===== src/pri_rdi_consts.svh =====
// Purpose: Offsets, field positions, reset values and codes for the path
//          remote-defect indication inserter.
// Assumes: An 8-bit register port with a 16-bit byte address.
// Notes:   Definitions only. This header is included by its bare name.
`ifndef PRI_RDI_CONSTS_SVH
`define PRI_RDI_CONSTS_SVH

// ---------------------------------------------------------------------------
// Register offsets
// ---------------------------------------------------------------------------
`define PRI_ADDR_PATH_CTRL   16'h1983
`define PRI_ADDR_LCD_PLM     16'h19C9
`define PRI_ADDR_TIM_UNEQ    16'h19CA
`define PRI_ADDR_LOP_AIS     16'h19CB

// ---------------------------------------------------------------------------
// Field positions
// ---------------------------------------------------------------------------
`define PRI_SRC_HI           4
`define PRI_SRC_LO           3
`define PRI_HI_CODE_HI       7
`define PRI_HI_CODE_LO       5
`define PRI_HI_EN_BIT        4
`define PRI_LO_CODE_HI       3
`define PRI_LO_CODE_LO       1
`define PRI_LO_EN_BIT        0
`define PRI_G1_FIELD_HI      3
`define PRI_G1_FIELD_LO      1

// ---------------------------------------------------------------------------
// Reset values and fixed codes
// ---------------------------------------------------------------------------
`define PRI_RST_CTRL_BYTE    8'h00
`define PRI_RST_SRC          2'b00
`define PRI_SRC_AUTO         2'b00
`define PRI_CODE_NONE        3'h0
`define PRI_RDATA_UNMAPPED   8'h00

`endif


===== src/pri_pkg.sv =====
// Purpose: Shared types for the path remote-defect indication inserter.
// Assumes: Constants live in pri_rdi_consts.svh.
// Notes:   Defect index order doubles as priority order, highest wins.
package pri_pkg;

  // ---------------------------------------------------------------------------
  // Types
  // ---------------------------------------------------------------------------
  typedef logic [2:0] pri_code_t;   // One 3-bit indication code.
  typedef logic [7:0] pri_byte_t;   // One register or stream byte.

  // Defect slots; a larger index is the more severe defect.
  typedef enum int {
    PRI_DEF_LABEL   = 0,
    PRI_DEF_TRACE   = 1,
    PRI_DEF_UNEQ    = 2,
    PRI_DEF_PTR     = 3,
    PRI_DEF_ALARM   = 4
  } pri_defect_e;

  localparam int PRI_NUM_DEFECTS = 5;   // Number of defect slots.

endpackage : pri_pkg


===== src/pri_code_select.sv =====
// Purpose: Picks the indication code of the most severe enabled defect.
// Assumes: Defect and code vectors share the same index order.
// Notes:   Purely combinational; the caller registers the result.
// The header is included here too, so its macros do not depend on the
// order in which the files are compiled.
`include "pri_rdi_consts.svh"

module pri_code_select #(
  parameter int N_DEF = 5
) (
  // Defect conditions and their enables.
  input  wire logic [N_DEF-1:0]   active_in,
  // Codes, three bits per slot, slot 0 in the low bits.
  input  wire logic [3*N_DEF-1:0] codes_in,
  // Selected code and hit flag.
  output logic      [2:0]         code_out,
  output logic                    hit_out
);

  // ---------------------------------------------------------------------------
  // Priority chain
  // ---------------------------------------------------------------------------
  // Each stage overrides the one below it, so the highest index wins.
  pri_pkg::pri_code_t chain [0:N_DEF];
  logic               found [0:N_DEF];

  assign chain[0] = `PRI_CODE_NONE;   // No defect sends an all-zero field.
  assign found[0] = 1'b0;

  genvar g;
  generate
    for (g = 0; g < N_DEF; g++) begin : g_stage
      assign chain[g+1] = active_in[g] ? codes_in[3*g +: 3] : chain[g];
      assign found[g+1] = active_in[g] | found[g];
    end
  endgenerate

  assign code_out = chain[N_DEF];
  assign hit_out  = found[N_DEF];

endmodule : pri_code_select


===== src/pri_rdi_insert.sv =====
// Purpose: In automatic mode, fills the remote-defect field of each outbound G1
//          byte from the receive-side defect declarations and the programmed codes.
// Assumes: Defect inputs and the byte stream run on ref_clk_in.
// Notes:   One cycle of latency on the stream and on register reads.
`include "pri_rdi_consts.svh"

module pri_rdi_insert (
  // Clock and reset.
  input  wire logic       ref_clk_in,
  input  wire logic       rst_n_in,
  // Register port.
  input  wire logic [15:0] reg_addr_in,
  input  wire logic       reg_wr_in,
  input  wire logic       reg_rd_in,
  input  wire logic [7:0] reg_wdata_in,
  output logic      [7:0] reg_rdata_out,
  // Defects declared by the receive path processor.
  input  wire logic       label_mismatch_in,
  input  wire logic       trace_mismatch_in,
  input  wire logic       unequipped_in,
  input  wire logic       pointer_loss_in,
  input  wire logic       path_alarm_in,
  // Outbound byte stream.
  input  wire logic [7:0] tx_byte_in,
  input  wire logic       tx_valid_in,
  input  wire logic       tx_g1_in,
  output logic      [7:0] tx_byte_out,
  output logic            tx_valid_out,
  output logic            tx_g1_out
);

  // ---------------------------------------------------------------------------
  // Control registers
  // ---------------------------------------------------------------------------
  pri_pkg::pri_byte_t lcd_plm;          // Label mismatch control byte.
  pri_pkg::pri_byte_t tim_uneq;         // Trace and unequipped control byte.
  pri_pkg::pri_byte_t lop_ais;          // Pointer-loss and alarm control byte.
  logic [1:0]         insert_source;    // Indication field source select.
  pri_pkg::pri_byte_t next_lcd_plm;
  pri_pkg::pri_byte_t next_tim_uneq;
  pri_pkg::pri_byte_t next_lop_ais;
  logic [1:0]         next_insert_source;
  pri_pkg::pri_byte_t next_rdata;

  // Decode writes and reads. Unmapped reads return zero, unmapped writes
  // are dropped, so a stray access cannot alter the indication.
  always_comb begin
    next_lcd_plm       = lcd_plm;
    next_tim_uneq      = tim_uneq;
    next_lop_ais       = lop_ais;
    next_insert_source = insert_source;
    next_rdata         = reg_rdata_out;
    if (reg_wr_in) begin
      case (reg_addr_in)
        `PRI_ADDR_LCD_PLM:   next_lcd_plm  = reg_wdata_in;
        `PRI_ADDR_TIM_UNEQ:  next_tim_uneq = reg_wdata_in;
        `PRI_ADDR_LOP_AIS:   next_lop_ais  = reg_wdata_in;
        `PRI_ADDR_PATH_CTRL: begin
          next_insert_source = reg_wdata_in[`PRI_SRC_HI:`PRI_SRC_LO];
        end
        default: begin
        end
      endcase
    end
    if (reg_rd_in) begin
      case (reg_addr_in)
        `PRI_ADDR_LCD_PLM:   next_rdata = lcd_plm;
        `PRI_ADDR_TIM_UNEQ:  next_rdata = tim_uneq;
        `PRI_ADDR_LOP_AIS:   next_rdata = lop_ais;
        `PRI_ADDR_PATH_CTRL: begin
          // Only the source field lives here; other bits read as zero.
          next_rdata = {3'h0, insert_source, 3'h0};
        end
        default:             next_rdata = `PRI_RDATA_UNMAPPED;
      endcase
    end
  end

  // Register the control state and read data.
  always_ff @(posedge ref_clk_in or negedge rst_n_in) begin
    if (!rst_n_in) begin
      lcd_plm       <= `PRI_RST_CTRL_BYTE;
      tim_uneq      <= `PRI_RST_CTRL_BYTE;
      lop_ais       <= `PRI_RST_CTRL_BYTE;
      insert_source <= `PRI_RST_SRC;
      reg_rdata_out <= `PRI_RDATA_UNMAPPED;
    end else begin
      lcd_plm       <= next_lcd_plm;
      tim_uneq      <= next_tim_uneq;
      lop_ais       <= next_lop_ais;
      insert_source <= next_insert_source;
      reg_rdata_out <= next_rdata;
    end
  end

  // ---------------------------------------------------------------------------
  // Defect gating and code selection
  // ---------------------------------------------------------------------------
  logic [pri_pkg::PRI_NUM_DEFECTS-1:0]   defect_active;  // Declared and enabled.
  logic [3*pri_pkg::PRI_NUM_DEFECTS-1:0] code_bank;      // Codes by slot.
  pri_pkg::pri_code_t                    sel_code;       // Winning code.
  logic                                  sel_hit;        // Any slot active.
  logic                                  auto_mode;      // Automatic insertion.

  // A cleared enable masks its defect entirely.
  assign defect_active = {
    path_alarm_in     & lop_ais[`PRI_LO_EN_BIT],
    pointer_loss_in   & lop_ais[`PRI_HI_EN_BIT],
    unequipped_in     & tim_uneq[`PRI_LO_EN_BIT],
    trace_mismatch_in & tim_uneq[`PRI_HI_EN_BIT],
    label_mismatch_in & lcd_plm[`PRI_LO_EN_BIT]
  };

  assign code_bank = {
    lop_ais[`PRI_LO_CODE_HI:`PRI_LO_CODE_LO],
    lop_ais[`PRI_HI_CODE_HI:`PRI_HI_CODE_LO],
    tim_uneq[`PRI_LO_CODE_HI:`PRI_LO_CODE_LO],
    tim_uneq[`PRI_HI_CODE_HI:`PRI_HI_CODE_LO],
    lcd_plm[`PRI_LO_CODE_HI:`PRI_LO_CODE_LO]
  };

  // Severity order alarm, pointer loss, unequipped, trace, label.
  pri_code_select #(
    .N_DEF     (pri_pkg::PRI_NUM_DEFECTS)
  ) u_select (
    .active_in (defect_active),
    .codes_in  (code_bank),
    .code_out  (sel_code),
    .hit_out   (sel_hit)
  );

  assign auto_mode = (insert_source == `PRI_SRC_AUTO);

  // ---------------------------------------------------------------------------
  // Outbound stream
  // ---------------------------------------------------------------------------
  pri_pkg::pri_byte_t next_tx_byte;
  logic               next_tx_valid;
  logic               next_tx_g1;

  // Only the G1 byte in automatic mode is touched; every other byte, and
  // G1 in other modes, passes unchanged so other sources keep control.
  always_comb begin
    next_tx_byte  = tx_byte_in;
    next_tx_valid = tx_valid_in;
    next_tx_g1    = tx_valid_in & tx_g1_in;
    if (tx_valid_in && tx_g1_in && auto_mode) begin
      next_tx_byte[`PRI_G1_FIELD_HI:`PRI_G1_FIELD_LO] = sel_code;
    end
  end

  // Register the stream; data outputs come straight from these flops.
  always_ff @(posedge ref_clk_in or negedge rst_n_in) begin
    if (!rst_n_in) begin
      tx_byte_out  <= 8'h00;
      tx_valid_out <= 1'b0;
      tx_g1_out    <= 1'b0;
    end else begin
      tx_byte_out  <= next_tx_byte;
      tx_valid_out <= next_tx_valid;
      tx_g1_out    <= next_tx_g1;
    end
  end

  logic g1_auto;   // An automatic G1 byte is being taken this cycle.
  assign g1_auto = tx_valid_in && tx_g1_in && auto_mode;
endmodule : pri_rdi_insert


===== config.mk =====
export PLATFORM = sky130hd
export DESIGN_NAME = pri_rdi_insert
export DESIGN_NICKNAME = d
export VERILOG_FILES = /design/src/pri_pkg.sv /design/src/pri_code_select.sv /design/src/pri_rdi_insert.sv
export VERILOG_INCLUDE_DIRS = /design/src
export SDC_FILE = /design/constraint.sdc
export NUM_CORES = 1
export LEC_CHECK = 0
export ABC_AREA = 1
export BUFFER_PORTS_ARGS = -buffer_cell sky130_fd_sc_hd__clkbuf_2
export CORE_MARGIN = 2
export CORE_UTILIZATION = 46
export DETAILED_ROUTE_END_ITERATION = 7
export MAX_ROUTING_LAYER = met4
export PLACE_DENSITY = 0.75
export SYNTH_ARGS = -nofsm -noshare
export SYNTH_HDL_FRONTEND = slang
export SYNTH_SLANG_ARGS = --single-unit
export TNS_END_PERCENT = 20

===== constraint.sdc =====
create_clock -name ref_clk_in -period 0.95 [get_ports ref_clk_in]
set_input_delay 0.19 -clock ref_clk_in [delete_from_list [all_inputs] [get_ports ref_clk_in]]
set_output_delay 0.19 -clock ref_clk_in [all_outputs]
set_load 0.02 [all_outputs]

; ---- After elaboration in Yosys (flattened, before gate mapping)
; Cells that the tools add are included.
[totals]
out_inout_bits = 18
register_bits = 44
[op_classes]
bitwise = 6
eq_ne = 4
reduce_logical = 7
muxes = 7
[ops]
columns = operator, n
row1 = 16-bit by 13-bit == test with 1-bit output (second input constant), 4
row2 = 8-bit case mux with 4 select lines, 1
row3 = 3-bit two-way mux, 6
row4 = 2-bit AND reduction, 4
row5 = 1-bit bitwise AND, 6
row6 = 1-bit logical AND, 2
row7 = 2-bit logical NOT, 1

; ---- Logic depth before layout (Yosys ltp)
[logic_depth]
word_depth = 7
ltp_mapped = 10
depth_no_buf = 9

; ---- Hierarchy
; A second synthesis with hierarchy kept.
[hier_totals]
hier_cells = 272
hier_area_um2 = 2190.9
[by_module_without_submodules]
columns = mod, instances, area_each_um2, cells_each
row1 = pri_rdi_insert, 1, 2035.7, 237
row2 = pri_code_select, 1, 155.1, 35

; ---- Worst setup path after synthesis
; OpenSTA, ideal clock, no wires.
[synth_timing]
path_kind = input to register
startpoint = in reg_addr_in[12]
endpoint = reg lcd_plm[6]
arrival_time_ps = 1082
path_stages = 10
required_time_ps = 832
n_path_buf = 2
slack_ps = -250
path_cell_list = inv_1 > nor2_1 > nand2_1 > nor2_4 > and2_1 > buf_6 > nand2_4 > buf_6 > nand2_2 > o21ai_2
[synth_via]
elab_chain_cells = 2
[synth_lines]
columns = element, line
row1 = from (decl), pri_rdi_insert.sv:12  ; input wire logic [15:0] reg_addr_in,
row2 = 16-bit by 13-bit == test with 1-bit output, pri_rdi_insert.sv:54  ; case (reg_addr_in)
row3 = 2-bit AND reduction (no line), -
row4 = to (signal assigned), pri_rdi_insert.sv:82  ; lcd_plm <= `PRI_RST_CTRL_BYTE;
row5 = to (signal assigned), pri_rdi_insert.sv:88  ; lcd_plm <= next_lcd_plm;
row6 = to (decl), pri_rdi_insert.sv:35  ; pri_pkg::pri_byte_t lcd_plm;
; No other way between the ends.
; A chain may end at the register's enable or synchronous reset.

; ---- Worst setup path in the final report
[layout_timing]
startpoint = reg tim_uneq[4]
endpoint = reg tx_byte_out[3]
[layout_via]
elab_chain_cells = 6
[layout_lines]
columns = element, line
row1 = from (decl), pri_rdi_insert.sv:36  ; pri_pkg::pri_byte_t tim_uneq;
row2 = from (signal assigned), pri_rdi_insert.sv:83  ; tim_uneq <= `PRI_RST_CTRL_BYTE;
row3 = from (signal assigned), pri_rdi_insert.sv:89  ; tim_uneq <= next_tim_uneq;
row4 = 1-bit bitwise AND, pri_rdi_insert.sv:110  ; trace_mismatch_in & tim_uneq[`PRI_HI_EN_BIT],
row5 = 3-bit two-way mux (4 in series), pri_code_select.sv:33  ; assign chain[g+1] = active_in[g] ? codes_in[3*g +: 3] : chain[g];
row6 = 3-bit two-way mux, pri_rdi_insert.sv:147  ; if (tx_valid_in && tx_g1_in && auto_mode) begin
row7 = via next_tx_byte[3], pri_rdi_insert.sv:137  ; pri_pkg::pri_byte_t next_tx_byte;
row8 = to (signal assigned), pri_rdi_insert.sv:159  ; tx_byte_out <= next_tx_byte;
row9 = to (decl), pri_rdi_insert.sv:27  ; output logic [7:0] tx_byte_out,
; The timed path passes the listed nets, and every way through them passes these cells.

==> metrics.log <==
[metrics] run status: finished, violations left
[metrics] failing checks: setup timing
[metrics] leakage power: 1.658 nW
[metrics] Syn Inst Count: 259
[metrics] antenna violations before repair: 0
[metrics] standard cell core area: 4384 µm²
[metrics] power density cells: 1115 nW/µm²
[metrics] global-route wire length before repair: 8280 µm
[metrics] number of standard cells in the layout, taps in and fillers out: 397
[metrics] Tmin final: 1.057 ns
[metrics] initial standard-cell utilization of the core: 48.26%
[metrics] pin count of the biggest net entering global routing: 45
[metrics] number of DRC markers after the initial detailed-route iteration: 135
[metrics] path category of the worst min-delay check: input port to flip-flop
[metrics] f_max: 945.8 MHz
[metrics] final clock period utilization by the worst path: 111.3%
[metrics] number of antenna repair diodes: 0
[metrics] most common library cell in the layout ignoring fill and taps: sky130_fd_sc_hd__nand2_1
[metrics] Slew HR: 83.49%
[metrics] maximum vdd ir drop: 0.7027 mV
[metrics] Slew Limit Fails: 0
[metrics] worst setup skew after layout: 0.003483 ns
[metrics] gp weighted congestion: 0.9281
[metrics] number of setup violations in the final report: 24
[metrics] number of register bits inferred by synthesis: 44
[metrics] nature of the critical path endpoint: flip-flop
[metrics] CTS tree: built
[metrics] number of global-route vias before repair: 1,822
[metrics] Critical Setup Path Class: flip-flop to flip-flop
[metrics] CTS H-tree depth: 2
[metrics] worst-margin pin slew: 0.2468 ns
[metrics] area enclosed by the die boundary: 5158 µm²
[metrics] drt total wl: 5257 µm
[metrics] grt total ovfl: 0
[metrics] total vias in the final route: 2,003
[metrics] routed vias/inst: 5.045
[metrics] number of max-capacitance violations reported: 0
[metrics] worst-skew pair later-pin latency: 0.29 ns
[metrics] placed cell count: 377
[metrics] DPL Wire Length: 3638 µm
[metrics] proportion of synthesized chip area in sequential cells: 52.04%
[metrics] synth unique cells: 19
[metrics] commonest cells after routing, fill and taps aside: sky130_fd_sc_hd__nand2_1 (69), sky130_fd_sc_hd__dfrtp_1 (43), sky130_fd_sc_hd__clkbuf_2 (41)
[metrics] RSZ-0062 raised after global routing: true
[metrics] cell area after technology mapping: 2116 µm²
[metrics] DRC: 0
[metrics] CP Max Fanout: 6
[metrics] yosys synthesis warning count: 0
[metrics] post-route setup TNS: -1.306 ns
[metrics] die width: 71.82 µm
[metrics] sort of element at the start of the critical path: flip-flop
[metrics] Setup WS post-layout: -0.1073 ns
[metrics] number of buffers created by CTS: 5
[metrics] Root Buffer: sky130_fd_sc_hd__clkbuf_8
[metrics] count of pins on the block boundary: 61
[metrics] final hold violations: 0
[metrics] Routed wire per std cell: 13.24 µm
[metrics] antenna viol nets, final: 0
[metrics] GRT Util Overall: 21.24%
[metrics] worst path required time: 1.13 ns
[metrics] share of layout cells above drive strength 1: 41.16%
[metrics] nets: 388
[metrics] IO Port Bufs: 60
[metrics] mean cell area of the mapped netlist: 8.169 µm²
[metrics] layout overhead on the synthesized area: 40.92%
[metrics] Reg clk slew, reported paths: 0.07 ns
[metrics] post-route cell area: 2982 µm²
[metrics] total clock sinks: 44
[metrics] final core utilization: 68.01%
[metrics] number of detailed-routing iterations run before antenna repair: 4
[metrics] CP arrival: 1.24 ns
[metrics] area of placed instances: 2600 µm²
[metrics] total chip power: 3.326 mW
[metrics] net count of the mapped netlist: 302
[metrics] standard-cell rows: 24
[metrics] die height: 71.82 µm
[metrics] Max Root-Sink Buffers: 2
power breakdown:
group | leakage (nW) | switching (mW) | internal, mW
combinational | 1.02 | 0.199 | 0.145
sequential | 0.593 | 0.00521 | 1.89
clock | 0.0410 | 0.582 | 0.500
flip-flops by register name, indices dropped and copies added, names as in the netlist:
| signal | flops |
|---|---|
| insert_source | 2 |
| lcd_plm | 8 |
| lop_ais | 8 |
| reg_rdata_out | 8 |
| tim_uneq | 8 |
| tx_byte_out | 8 |
| tx_g1_out | 1 |
| tx_valid_out | 1 |
logic make-up after synthesis:
group / Yosys count / synth area share [%]
buffers and inverters: 27 / 5.736
flip-flops: 44 / 52.04
AO/OA/AOI/OAI: 28 / 8.043
AND/OR/NAND/NOR: 160 / 34.18
path summary, 6_finish.rpt:
check / startpoint / endpoint / slack (ns) / cells past startpoint
min in group asynchronous: rst_n_in / tx_byte_out[6] / 0.41 / 3
hold reg to reg: reg_rdata_out[0] / reg_rdata_out[0] / 0.47 / 2
hold / removal: tx_valid_in / tx_valid_out / 0.02 / 1
max in group asynchronous: rst_n_in / tim_uneq[4] / 0.31 / 3
setup reg to reg: tim_uneq[4] / tx_byte_out[3] / -0.11 / 7
setup / recovery: tim_uneq[4] / tx_byte_out[3] / -0.11 / 7
cell usage after synthesis:
cell type	instances	share of area, %
sky130_fd_sc_hd__and2_1	1	0.30
sky130_fd_sc_hd__buf_2	4	0.95
sky130_fd_sc_hd__buf_6	2	1.1
sky130_fd_sc_hd__clkbuf_1	1	0.18
sky130_fd_sc_hd__dfrtp_1	44	52
sky130_fd_sc_hd__inv_1	19	3.4
sky130_fd_sc_hd__inv_2	1	0.18
sky130_fd_sc_hd__nand2_1	86	15
sky130_fd_sc_hd__nand2_2	2	0.59
sky130_fd_sc_hd__nand2_4	2	1.1
sky130_fd_sc_hd__nand3_1	36	8.5
sky130_fd_sc_hd__nand3_2	2	0.95
sky130_fd_sc_hd__nand4_1	3	0.89
sky130_fd_sc_hd__nor2_1	22	3.9
sky130_fd_sc_hd__nor2_2	2	0.59
sky130_fd_sc_hd__nor2_4	4	2.1
sky130_fd_sc_hd__o21ai_0	4	0.95
sky130_fd_sc_hd__o21ai_1	16	3.8
sky130_fd_sc_hd__o21ai_2	8	3.3
metal layers:
layer	global-route usage [%]	vias up	wire length [µm]
li1	-	1002	-
met1	27.55	927	2296
met2	33.95	63	2581
met3	5.485	11	284
met4	4.403	0	94
met5	-	-	0
critical path: stages (launching register included):
cell                      delay [ns]
sky130_fd_sc_hd__dfrtp_2        0.45
sky130_fd_sc_hd__nand2_2        0.08
sky130_fd_sc_hd__nand4_1        0.08
sky130_fd_sc_hd__nand3_1        0.07
sky130_fd_sc_hd__nand2_1        0.07
sky130_fd_sc_hd__nand3_1        0.07
sky130_fd_sc_hd__nand2_1        0.07
sky130_fd_sc_hd__nand2_1        0.05
stage by stage:
stage	setup slack [ns]	hold slack, ns
6_report	-0.1073	0.02000
5_1_grt	-0.2058	0.02615
4_1_cts	-0.08480	0.01928
3_5_place_dp	-0.3871	0.1882
3_3_place_gp	-0.3412	0.1827
2_1_floorplan	-0.2415	-0.1056
timing repair:
action	CTS	global route
resized for setup	7	62
hold endpoints to repair	49	0
hold buffers	6	0
endpoints found under the setup margin	37	55
setup buffers	3	4
gates cloned	0	0
pin swaps	3	18
cell type report:
type	instances	area, µm²
clock buffer	6	72.57
inverter	20	82.58
multi-input combinational	188	1032
clock inverter	1	5.005
sequential	44	1102
fill	368	1403
tap	52	65.06
timing repair buffer	86	621.8
(Power assumes the default switching activity.)
